### src/hsp_defs.svh
// constants for the serial port pin control block
// assumes it is included by bare name wherever a constant is needed
`ifndef HSP_DEFS_SVH
`define HSP_DEFS_SVH

`define HSP_SYNC_STAGES   2
`define HSP_PIN_COUNT     4
`define HSP_PIN_STRAP     0
`define HSP_PIN_SCLK      1
`define HSP_PIN_SDIO      2
`define HSP_PIN_ADDR_ONE  3
`define HSP_PIN_ADDR_ZERO 4
`define HSP_STRAP_I2C     1'b1
`define HSP_LATCH_DELAY   2'h3
`define HSP_CFG_WIDTH     8
`define HSP_CFG_RESET     8'h00
`define HSP_CFG_4WIRE_BIT 0
`define HSP_STATUS_WIDTH  8
`define HSP_IRQ_IDLE      1'b1

`endif

### src/hsp_pkg.sv
// types shared by the serial port pin control block
// assumes the constants header is available on the include path
package hsp_pkg;
	// port mode, one-hot, wait is the state before the strap is latched
	typedef enum logic [2:0] {
		HSP_MODE_WAIT = 3'b001,
		HSP_MODE_I2C  = 3'b010,
		HSP_MODE_SPI  = 3'b100
	} hsp_mode_t;
endpackage

### src/hsp_pin_if.sv
// carrier for synchronised pin levels between the synchroniser and the top
// assumes both ends run on the same system clock
`timescale 1ns/1ps
`default_nettype none
interface hsp_pin_if;
	logic strap_s;   // interface select strap, synchronised
	logic sclk_s;    // host serial clock, synchronised
	logic sdio_s;    // shared data pin, synchronised
	logic addr_one_s;   // address-one pin, synchronised
	logic addr_zero_s;  // address-zero / chip select, synchronised

	modport sync_side (output strap_s, output sclk_s, output sdio_s,
		output addr_one_s, output addr_zero_s);
	modport core_side (input strap_s, input sclk_s, input sdio_s,
		input addr_one_s, input addr_zero_s);
endinterface
`default_nettype wire

### src/hsp_pin_ctrl.sv
// pin front end of the configuration serial port
// assumes the serial engine and status logic sit on clock_in beside it,
// and that reset_n_in is the device reset pin, already clean of glitches
`timescale 1ns/1ps
`include "hsp_defs.svh"
`default_nettype none
module hsp_pin_ctrl
	import hsp_pkg::*;
(
	input  wire logic                         clock_in,
	input  wire logic                         reset_n_in,
	input  wire logic                         iface_sel_in,
	input  wire logic                         serial_clk_in,
	input  wire logic                         serial_in_line_in,
	output logic                              serial_in_line_out,
	output logic                              serial_in_line_oe_out,
	input  wire logic                         addr_bit_one_in,
	output logic                              serial_out_line_out,
	output logic                              serial_out_line_oe_out,
	input  wire logic                         addr_bit_zero_in,
	input  wire logic                         tx_bit_in,
	input  wire logic                         tx_en_in,
	input  wire logic                         cfg_wr_in,
	input  wire logic [`HSP_CFG_WIDTH-1:0]    cfg_wdata_in,
	input  wire logic [`HSP_STATUS_WIDTH-1:0] status_in,
	input  wire logic                         irq_ack_in,
	output logic                              mode_i2c_out,
	output logic                              mode_spi_out,
	output logic                              frame_active_out,
	output logic                              sclk_rise_out,
	output logic                              sclk_fall_out,
	output logic                              rx_bit_out,
	output logic [1:0]                        i2c_addr_out,
	output logic [`HSP_CFG_WIDTH-1:0]         cfg_out,
	output logic                              status_change_irq_low_out,
	output logic                              clk_outputs_en_out
);
	////////////////////////////////////////////////////////////////////////
	// declarations
	hsp_pin_if pin_if ();                        // synchronised pins
	hsp_mode_t              mode_r;               // latched port mode
	logic [1:0]             lat_cnt_r;            // cycles since reset release
	logic                   latched_r;            // strap has been taken
	logic                   sclk_prev_r;          // serial clock last cycle
	logic [`HSP_CFG_WIDTH-1:0]    cfg_r;          // configuration register
	logic [`HSP_STATUS_WIDTH-1:0] status_prev_r;  // status last cycle
	logic                   irq_pend_r;           // status change pending
	logic                   irq_pend_nxt;         // next pending value
	logic                   status_change;        // any status bit moved
	logic                   spi_sel;              // spi mode and chip selected
	logic                   spi4;                 // 4-wire spi configured
	logic                   sclk_rise;            // serial clock rising edge
	logic                   sclk_fall;            // serial clock falling edge

	// pin vector in synchroniser order, chip select last
	hsp_pin_sync #(
		.WIDTH(`HSP_PIN_COUNT + 1)
	) hsp_pin_sync_inst (
		.clock_in   (clock_in),
		.reset_n_in (reset_n_in),
		.pins_in    ({addr_bit_zero_in, addr_bit_one_in, serial_in_line_in,
		              serial_clk_in, iface_sel_in}),
		.pin_if     (pin_if)
	);

	////////////////////////////////////////////////////////////////////////
	// decode helpers
	function automatic logic is_spi4(input hsp_mode_t m, input logic [`HSP_CFG_WIDTH-1:0] c);
		is_spi4 = (m == HSP_MODE_SPI) && c[`HSP_CFG_4WIRE_BIT];
	endfunction

	// chip select low frames an spi transaction, high leaves lines ignored
	assign spi_sel       = (mode_r == HSP_MODE_SPI) && !pin_if.addr_zero_s;
	assign spi4          = is_spi4(mode_r, cfg_r);
	// edges come from the host clock pin only
	assign sclk_rise     = pin_if.sclk_s && !sclk_prev_r;
	assign sclk_fall     = !pin_if.sclk_s && sclk_prev_r;
	assign status_change = |(status_in ^ status_prev_r);
	// a change in the clearing cycle keeps the flag set
	assign irq_pend_nxt  = status_change || (irq_pend_r && !irq_ack_in);

	////////////////////////////////////////////////////////////////////////
	// strap latch: wait for the synchroniser to fill, then take it once
	always_ff @(posedge clock_in or negedge reset_n_in) begin
		if (!reset_n_in) begin
			lat_cnt_r <= 2'h0;
			latched_r <= 1'b0;
			mode_r    <= HSP_MODE_WAIT;
		end else if (!latched_r) begin
			lat_cnt_r <= lat_cnt_r + 2'h1;
			if (lat_cnt_r == `HSP_LATCH_DELAY - 2'h1) begin
				latched_r <= 1'b1;
				// high strap gives i2c, low gives spi
				mode_r    <= (pin_if.strap_s == `HSP_STRAP_I2C) ? HSP_MODE_I2C
				                                                : HSP_MODE_SPI;
			end
		end
	end

	////////////////////////////////////////////////////////////////////////
	// configuration register, back to defaults on every reset
	always_ff @(posedge clock_in or negedge reset_n_in) begin
		if (!reset_n_in) begin
			cfg_r <= `HSP_CFG_RESET;
		end else if (cfg_wr_in) begin
			cfg_r <= cfg_wdata_in;
		end
	end

	////////////////////////////////////////////////////////////////////////
	// serial clock edge detection and receive path
	always_ff @(posedge clock_in or negedge reset_n_in) begin
		if (!reset_n_in) begin
			sclk_prev_r      <= 1'b0;
			sclk_rise_out    <= 1'b0;
			sclk_fall_out    <= 1'b0;
			rx_bit_out       <= 1'b0;
			frame_active_out <= 1'b0;
		end else begin
			sclk_prev_r <= pin_if.sclk_s;
			// i2c sees every edge, spi only while selected
			if ((mode_r == HSP_MODE_I2C) || spi_sel) begin
				sclk_rise_out <= sclk_rise;
				sclk_fall_out <= sclk_fall;
			end else begin
				sclk_rise_out <= 1'b0;
				sclk_fall_out <= 1'b0;
			end
			// data pin is the input in every mode
			rx_bit_out       <= pin_if.sdio_s;
			frame_active_out <= spi_sel;
		end
	end

	////////////////////////////////////////////////////////////////////////
	// pin drivers per mode
	always_ff @(posedge clock_in or negedge reset_n_in) begin
		if (!reset_n_in) begin
			serial_in_line_out     <= 1'b0;
			serial_in_line_oe_out  <= 1'b0;
			serial_out_line_out    <= 1'b0;
			serial_out_line_oe_out <= 1'b0;
		end else if (mode_r == HSP_MODE_I2C) begin
			// open drain data: pull low only, address-one stays an input
			serial_in_line_out     <= 1'b0;
			serial_in_line_oe_out  <= tx_en_in && !tx_bit_in;
			serial_out_line_out    <= 1'b0;
			serial_out_line_oe_out <= 1'b0;
		end else if (spi_sel && spi4) begin
			// 4-wire: read data on address-one pin, data pin input only
			serial_in_line_out     <= 1'b0;
			serial_in_line_oe_out  <= 1'b0;
			serial_out_line_out    <= tx_bit_in;
			serial_out_line_oe_out <= tx_en_in;
		end else if (spi_sel) begin
			// 3-wire: read data back on the shared data pin
			serial_in_line_out     <= tx_bit_in;
			serial_in_line_oe_out  <= tx_en_in;
			serial_out_line_out    <= 1'b0;
			serial_out_line_oe_out <= 1'b0;
		end else begin
			// deselected or waiting: drive nothing
			serial_in_line_out     <= 1'b0;
			serial_in_line_oe_out  <= 1'b0;
			serial_out_line_out    <= 1'b0;
			serial_out_line_oe_out <= 1'b0;
		end
	end

	////////////////////////////////////////////////////////////////////////
	// i2c hardware address bits and mode flags
	always_ff @(posedge clock_in or negedge reset_n_in) begin
		if (!reset_n_in) begin
			i2c_addr_out <= 2'h0;
			mode_i2c_out <= 1'b0;
			mode_spi_out <= 1'b0;
		end else begin
			if (mode_r == HSP_MODE_I2C) begin
				i2c_addr_out <= {pin_if.addr_one_s, pin_if.addr_zero_s};
			end
			mode_i2c_out <= (mode_r == HSP_MODE_I2C);
			mode_spi_out <= (mode_r == HSP_MODE_SPI);
		end
	end

	////////////////////////////////////////////////////////////////////////
	// status change interrupt, low while a change is pending
	always_ff @(posedge clock_in or negedge reset_n_in) begin
		if (!reset_n_in) begin
			status_prev_r             <= '0;
			irq_pend_r                <= 1'b0;
			status_change_irq_low_out <= `HSP_IRQ_IDLE;
		end else begin
			status_prev_r             <= status_in;
			irq_pend_r                <= irq_pend_nxt;
			status_change_irq_low_out <= !irq_pend_nxt;
		end
	end

	////////////////////////////////////////////////////////////////////////
	// clock outputs, off through reset and until the mode is known
	always_ff @(posedge clock_in or negedge reset_n_in) begin
		if (!reset_n_in) begin
			clk_outputs_en_out <= 1'b0;
			cfg_out            <= `HSP_CFG_RESET;
		end else begin
			clk_outputs_en_out <= latched_r;
			cfg_out            <= cfg_r;
		end
	end
endmodule
`default_nettype wire

### src/hsp_pin_sync.sv
// two-flop synchronisers for every pin that enters from outside
// assumes raw pins are asynchronous to clock_in
`timescale 1ns/1ps
`include "hsp_defs.svh"
`default_nettype none
module hsp_pin_sync #(
	parameter int WIDTH = `HSP_PIN_COUNT + 1
) (
	input  wire logic             clock_in,
	input  wire logic             reset_n_in,
	input  wire logic [WIDTH-1:0] pins_in,
	hsp_pin_if.sync_side          pin_if
);
	logic [WIDTH-1:0] meta_r;   // first stage, read only by the second stage
	logic [WIDTH-1:0] sync_r;   // second stage, safe to use

	////////////////////////////////////////////////////////////////////////
	// one synchroniser per pin
	genvar g;
	generate
		for (g = 0; g < WIDTH; g++) begin : g_sync
			// both stages reset to zero
			always_ff @(posedge clock_in or negedge reset_n_in) begin
				if (!reset_n_in) begin
					meta_r[g] <= 1'b0;
					sync_r[g] <= 1'b0;
				end else begin
					meta_r[g] <= pins_in[g];
					sync_r[g] <= meta_r[g];
				end
			end
		end
	endgenerate

	////////////////////////////////////////////////////////////////////////
	// hand the settled levels to the top
	assign pin_if.strap_s = sync_r[`HSP_PIN_STRAP];
	assign pin_if.sclk_s  = sync_r[`HSP_PIN_SCLK];
	assign pin_if.sdio_s  = sync_r[`HSP_PIN_SDIO];
	assign pin_if.addr_one_s  = sync_r[`HSP_PIN_ADDR_ONE];
	assign pin_if.addr_zero_s = sync_r[`HSP_PIN_ADDR_ZERO];
endmodule
`default_nettype wire

### config.mk
export PLATFORM = sky130hd
export DESIGN_NAME = hsp_pin_ctrl
export DESIGN_NICKNAME = d
export VERILOG_FILES = /design/src/hsp_pkg.sv /design/src/hsp_pin_if.sv /design/src/hsp_pin_ctrl.sv /design/src/hsp_pin_sync.sv
export VERILOG_INCLUDE_DIRS = /design/src /design/src/src
export SDC_FILE = /design/constraint.sdc
export NUM_CORES = 1
export LEC_CHECK = 0
export ABC_AREA = 1
export CAP_MARGIN = 5
export CORE_MARGIN = 1
export CORE_UTILIZATION = 61
export CTS_BUF_LIST = sky130_fd_sc_hd__clkbuf_8
export DETAILED_ROUTE_END_ITERATION = 8
export DONT_BUFFER_PORTS = 1
export GPL_TIMING_DRIVEN = 0
export PLACE_DENSITY = 0.78
export SYNTH_ARGS = -nofsm -noshare
export SYNTH_HDL_FRONTEND = slang
export SYNTH_SLANG_ARGS = --single-unit
### constraint.sdc
create_clock -name clock_in -period 1.8 [get_ports clock_in]
set_input_delay 0.36 -clock clock_in [delete_from_list [all_inputs] [get_ports clock_in]]
set_output_delay 0.36 -clock clock_in [all_outputs]
set_load 0.005 [all_outputs]
==> Yosys cells after proc, flatten, opt, wreduce, memory -nomap -nowiden <==
Cells that the tools add are included.
{ "totals": {"output_inout_bits": 22, "word_cells": 69, "inputBits": 27, "ff_bits": 56} }
{ "op_classes": {"bitwise": 2, "n_eq_ne": 3, "add_sub_neg": 1, "n_reduce_logical": 17, "n_mux": 15} }
{ "op_table": {"columns": ["op", "n"], "rows": [
  ["$mux W1", 14],
  ["$reduce_or A8 Y1", 1],
  ["$xor A8 B8 Y8", 1],
  ["$logic_and A1 B1 Y1", 7],
  ["$logic_not A1 Y1", 6],
  ["$eq A3 B2 Y1 const B", 1],
  ["$eq A3 B3 Y1 const B", 1],
  ["$mux W3", 1],
  ["$add A2 B1 Y2 const B", 1],
  ["$eq A2 B2 Y1 const B", 1],
  ["$logic_or A1 B1 Y1", 2],
  ["$reduce_and A2 Y1", 1],
  ["$not A1 Y1", 1]
]} }

==> Logic depth before layout (Yosys ltp) <==
{ "depth": {"word_depth": 5, "ltp_mapped": 7, "depth_no_buf": 7} }

==> By module <==
From an unflattened synthesis, not the netlist that was laid out.
{ "hier_totals": {"hier_cells": 168, "hier_area_um2": 1933.1} }
{ "by_module_without_submodules": {"columns": ["module", "cells_each", "seq_area_each_um2", "area_per_inst_um2", "n_inst"], "rows": [
  ["hsp_pin_ctrl", 158, 1153.6, 1682.9, 1],
  ["hsp_pin_sync", 10, 250.2, 250.2, 1]
]} }

==> Worst setup path after synthesis <==
No wires, ideal clock.
{ "synth_timing": {"kind": "flip-flop to flip-flop", "start": "reg mode_r[0]", "end": "reg serial_in_line_oe_out", "period_less_slack_ps": 1035, "n_path_buf": 0, "slack_ps": 765, "t_arrival_ps": 964, "t_required_ps": 1729, "stages_incl_launch_ff": 7, "setup_ps": 71, "cell_sequence": "dfstp_2 inv_1 nand3_1 inv_1 nand2_1 nand3_1 nor2_1"} }
{ "synth_between": {"elab_chain_cells": 5, "word_cells_on_any_way": 8, "classes_between": "eq/ne (2); mux (3); reduce/logical (3)"} }
{ "synth_rtl": {"columns": ["item", "line", "source"], "rows": [
  ["start: declaration", "hsp_pin_ctrl.sv:41", "hsp_mode_t mode_r;"],
  ["start signal: assignment", "hsp_pin_ctrl.sv:94", "mode_r <= (pin_if.strap_s == `HSP_STRAP_I2C) ? HSP_MODE_I2C"],
  ["$eq A3 B3 Y1", "hsp_pin_ctrl.sv:69, hsp_pin_ctrl.sv:73", null],
  ["$logic_and A1 B1 Y1, on equally long branches", "hsp_pin_ctrl.sv:73, hsp_pin_ctrl.sv:69", null],
  ["$mux W1 / $logic_and A1 B1 Y1 (equally long branches)", "hsp_pin_ctrl.sv:155, hsp_pin_ctrl.sv:149", null],
  ["$mux W1", "hsp_pin_ctrl.sv:149", "end else if (spi_sel && spi4) begin"],
  ["$mux W1 (*)", "hsp_pin_ctrl.sv:143", "end else if (mode_r == HSP_MODE_I2C) begin"],
  ["end signal: assignment", "hsp_pin_ctrl.sv:146", "serial_in_line_oe_out <= tx_en_in && !tx_bit_in;"],
  ["end signal: assignment", "hsp_pin_ctrl.sv:158", "serial_in_line_oe_out <= tx_en_in;"],
  ["end: declaration", "hsp_pin_ctrl.sv:16", "output logic serial_in_line_oe_out,"]
]} }
Every way passes the cells marked *; elsewhere a longest branch is shown, timed or not.
A chain may end at the register's enable or synchronous reset.

==> Worst setup path in the final report <==
{ "layout_timing": {"start": "reg status_change_irq_low_out", "end": "out status_change_irq_low_out"} }
{ "layout_lines": {"columns": ["item", "line", "source"], "rows": [
  ["start: declaration", "hsp_pin_ctrl.sv:35", "output logic status_change_irq_low_out,"],
  ["start signal: assignment", "hsp_pin_ctrl.sv:192", "status_change_irq_low_out <= `HSP_IRQ_IDLE;"],
  ["start signal: assignment", "hsp_pin_ctrl.sv:196", "status_change_irq_low_out <= !irq_pend_nxt;"]
]} }
No word-level cell between the ends.

==> impl_table.tex <==
\begin{tabular}{lr}
\hline
Metric & Value \\
\hline
\multicolumn{2}{l}{\textbf{Run status}} \\
\quad Run status & finished with violations \\
\quad Failing checks & DRC \\
\multicolumn{2}{l}{\textbf{CTS}} \\
\quad Maximum number of buffers from clock root to sink & 2 \\
\quad H-tree levels & 2 \\
\quad Root Buffer & sky130\_fd\_sc\_hd\_\_clkbuf\_8 \\
\quad Clock-pin slew reported for the worst setup and hold paths after clock tree synthesis & 0.09 ns \\
\quad Clock insertion delay at the later pin of the skew report & 0.30 ns \\
\quad Number of buffers added by the clock tree synthesis step & 5 \\
\quad CTS tree & built \\
\quad Sinks on Clock Net & 56 \\
\multicolumn{2}{l}{\textbf{Logic synthesis}} \\
\quad Post-synthesis share of cell area spent on and, or, nand and nor gates & 14.63\% \\
\quad Largest family of logic cells by synthesized area & simple AND/OR/NAND/NOR gates \\
\quad Fraction of the mapped netlist area in compound gates & 1.812\% \\
\quad Post-Synthesis Net Count & 196 \\
\quad Share of synthesized cell area in full adder, half adder and majority cells & less than 1\% \\
\quad Mux cell area share after synthesis & just over 4\% \\
\quad Yosys Warn Count & 0 \\
\quad Share of the synthesized area in the top cell type & a little over two thirds \\
\quad Mapped Avg Cell Area & $\sim$12 um2 \\
\quad Mapped Area & 0.001933 mm2 \\
\quad Top cells by area in the synthesized netlist & sky130\_fd\_sc\_hd\_\_dfrtp\_1 70\%, sky130\_fd\_sc\_hd\_\_nand2\_1 8.0\%, sky130\_fd\_sc\_hd\_\_inv\_1 4.9\% \\
\quad Xor-xnor portion of the synthesized cell area & 0.9061\% \\
\quad Area leader, netlist & sky130\_fd\_sc\_hd\_\_dfrtp\_1 \\
\quad Number of instances in the synthesized netlist & 168 \\
\quad FF+latch count, synth & 56 \\
\quad Number of unique standard cell types used by synthesis & 18 \\
\quad Sequential area share after synthesis & 72.62\% \\
\multicolumn{2}{l}{\textbf{Drt}} \\
\quad Number of routed nets with antenna violations & 0 \\
\quad DRC violation count after routing & 1 \\
\quad Routed wire per std cell & 12.50 um \\
\quad Drt via density & $\sim$5 \\
\quad Total via count in the routed design & approximately 1,100 \\
\quad Drt first pass iters & 6 \\
\quad Number of DRC markers in iteration 0 & 28 \\
\quad Aggregate routed wire length & 2.776 mm \\
\multicolumn{2}{l}{\textbf{GRT}} \\
\quad Overflow after GRT & 0 \\
\quad Wire length of the first global-routing pass & roughly 4.5 mm \\
\quad Number of global-route vias before repair & 1,019 \\
\quad Number of antenna violations at the first check in global routing & 0 \\
\quad Largest net degree at the start of global routing & 57 \\
\quad GRT Total Usage & between 10\% and 20\% \\
\multicolumn{2}{l}{\textbf{Cells and area}} \\
\quad Fraction of layout instances using a drive strength above 1 & 12.92\% \\
\quad Leading cell types in the layout, fill and taps excluded & 54 x sky130\_fd\_sc\_hd\_\_dfrtp\_1, 41 x sky130\_fd\_sc\_hd\_\_nand2\_1, 27 x sky130\_fd\_sc\_hd\_\_inv\_1 \\
\quad Layout filler cell count & between 200 and 250 \\
\quad Number of inserted diodes & 0 \\
\quad Number of nets at the end of the flow & 205 \\
\quad Growth of design area from synthesis to finish & 9.450\% \\
\quad Post-route cell area & about 0.0021 mm2 \\
\quad Most common cell after layout, fill and taps aside & sky130\_fd\_sc\_hd\_\_dfrtp\_1 \\
\multicolumn{2}{l}{\textbf{Power}} \\
\quad Areal power density over the cells & just over 1000 mW/mm2 \\
\quad Static leakage & 1.090 nW \\
\quad VDD IR-drop max & 663.9 uV \\
\quad Total Power Consumption & approximately 2.2 mW \\
\multicolumn{2}{l}{\textbf{STA}} \\
\quad Final hold violation count & 0 \\
\quad Max-slew violation count & 0 \\
\quad Final total negative setup slack & 0 ns \\
\quad Part of the cycle the worst path needs & 65.98\% \\
\quad Highest clock frequency the design can meet & 842.0 MHz \\
\quad Final critical-path required period & 1.188 ns \\
\quad Min Hold Slack & 0.08064 ns \\
\quad Relative slew margins & 82.55\% \\
\quad Setup violation total in the final timing report & 0 \\
\quad Clk\_skew & roughly 0.0045 ns \\
\quad RSZ-0062 raised after global routing & false \\
\quad Actual slew at the worst max-slew pin & 0.2617 ns \\
\multicolumn{2}{l}{\textbf{Setup path}} \\
\quad Crit. Startpoint & status\_change\_irq\_low\_out\$\_DFF\_PN1\_ \\
\quad Worst R2R End & serial\_in\_line\_oe\_out\$\_DFF\_PN0\_ \\
\quad Register-to-register setup slack & 0.65 ns \\
\quad Worst setup SP type & flip-flop \\
\quad CP Depth & 0 \\
\quad Crit path to & status\_change\_irq\_low\_out \\
\quad CP max FO & 1 \\
\quad Data arrival time at the worst-slack endpoint & between 0.8 and 0.9 ns \\
\quad WP data required & 1.44 ns \\
\quad Type of destination of the critical path & output port \\
\quad WS Path Type & flip-flop to output port \\
\quad Worst r2r path cells & 6 \\
\quad Reg-to-reg startpoint & mode\_r[0]\$\_DFFE\_PN1P\_ \\
\multicolumn{2}{l}{\textbf{Min path}} \\
\quad Classification of the worst-slack hold path & primary input to flip-flop \\
\multicolumn{2}{l}{\textbf{Run}} \\
\quad Count of max-cap constraint violations & 0 \\
\multicolumn{2}{l}{\textbf{Placement}} \\
\quad Placed inst area & $\sim$0.0020 mm2 \\
\quad Post-DP HPWL & around 1.9 mm \\
\quad Count of input and output buffers & 0 \\
\quad Routability-driven placement congestion ratio & 0.7409 \\
\multicolumn{2}{l}{\textbf{Floorplan}} \\
\quad Ports placed on the boundary & 49 \\
\quad Die span in y & 58.30 um \\
\quad Die Outline Area & 0.003398 mm2 \\
\quad Placement row count & 20 \\
\quad Die outline width & 58.30 um \\
\quad Initial standard-cell utilization of the core & 63.84\% \\
\quad Core area & 0.003028 mm2 \\
\hline
\end{tabular}
## sequential cells by signal, summed over array words and instances (netlist names), 2 cells and up
| register | cells |
|---|---|
| hsp_pin_sync_inst.meta_r | 5 |
| i2c_addr_out | 2 |
| status_prev_r | 8 |
| lat_cnt_r | 2 |
| mode_r | 3 |
| cfg_r | 8 |
| cfg_out | 8 |
## cell families (layout without fill, tap and decap cells)
logic type,count (synthesis),after routing
XOR/XNOR,2,2
multiplexers,7,7
buffers and inverters,27,37
flip-flops,56,56
AND/OR/NAND/NOR,68,68
AO/OA/AOI/OAI,7,7
adder cells (fa/ha/maj),1,1
## per-stage QoR
stage,utilization [%],instances,setup slack (ns)
after floorplan,-,168,0.7650
after global placement,65.66,212,0.6797
after detailed placement,65.66,212,0.6660
after CTS,69.88,222,0.6034
after global routing,69.88,222,0.4922
final,69.88,222,0.6124
## layout make-up
class                           count  area (um2)  area share, %
Buffer                              1       5.005         0.2365
Clock inverter                      2       7.507         0.3548
Clock buffer                        6       82.58          3.903
Multi-Input combinational cell     85       426.7          20.17
Timing Repair Buffer                2       37.54          1.774
Inverter                           26       97.59          4.613
Tap cell                           44       55.05          2.602
Sequential cell                    56        1404          66.35
## repair_timing
item,4_1_cts,5_1_grt
gates resized for setup,0,0
setup buffers,0,0
hold buffers,2,0
endpoints found under the hold margin,56,0
## power by group
group          internal [mW]  switching [mW]  leakage (nW)  total, mW
clock network          0.303           0.358        0.0538      0.661
registers               1.33          0.0394         0.655       1.37
logic                 0.0485          0.0717         0.381      0.120
total                   1.68           0.469          1.09       2.15
## worst min path at each step
stage | startpoint | endpoint | slack (ns) | cells past startpoint
after detailed placement | reset_n_in | i2c_addr_out[1]$_DFFE_PN0P_ | 0.07 | 0
after floorplan | reset_n_in | cfg_out[0]$_DFF_PN0_ | 0.06 | 0
after CTS | status_in[7] | status_prev_r[7]$_DFF_PN0_ | 0.07 | 0
final | addr_bit_zero_in | hsp_pin_sync_inst.meta_r[4]$_DFF_PN0_ | 0.08 | 0
after global routing | serial_clk_in | hsp_pin_sync_inst.meta_r[1]$_DFF_PN0_ | 0.06 | 0
after global placement | reset_n_in | mode_i2c_out$_DFF_PN0_ | 0.07 | 0
## per-layer routing
layer | vias up | global-route usage (%) | share of wire, %
met5 | - | 0 | 0
met4 | 0 | 9.184 | 1.7
met3 | 5 | 7.473 | 7.7
met2 | 37 | 29.23 | 49
met1 | 516 | 21.58 | 41
li1 | 522 | - | -
## cells in the mapped netlist
| cell type | count |
|---|---|
| sky130_fd_sc_hd__nand2_1 | 41 |
| sky130_fd_sc_hd__nor3b_1 | 1 |
| sky130_fd_sc_hd__mux2_2 | 7 |
| sky130_fd_sc_hd__buf_2 | 1 |
| sky130_fd_sc_hd__inv_1 | 25 |
| sky130_fd_sc_hd__dfrtp_1 | 54 |
| sky130_fd_sc_hd__nor3_2 | 1 |
| sky130_fd_sc_hd__o21ai_0 | 5 |
| sky130_fd_sc_hd__ha_1 | 1 |
| sky130_fd_sc_hd__a21oi_1 | 2 |
| sky130_fd_sc_hd__inv_2 | 1 |
| sky130_fd_sc_hd__xnor2_1 | 2 |
| sky130_fd_sc_hd__nand2_2 | 3 |
| sky130_fd_sc_hd__nor2_1 | 16 |
| sky130_fd_sc_hd__or2_2 | 1 |
| sky130_fd_sc_hd__dfstp_2 | 2 |
| sky130_fd_sc_hd__nand3_1 | 4 |
| sky130_fd_sc_hd__nand4_1 | 1 |
(Power assumes the default switching activity.)
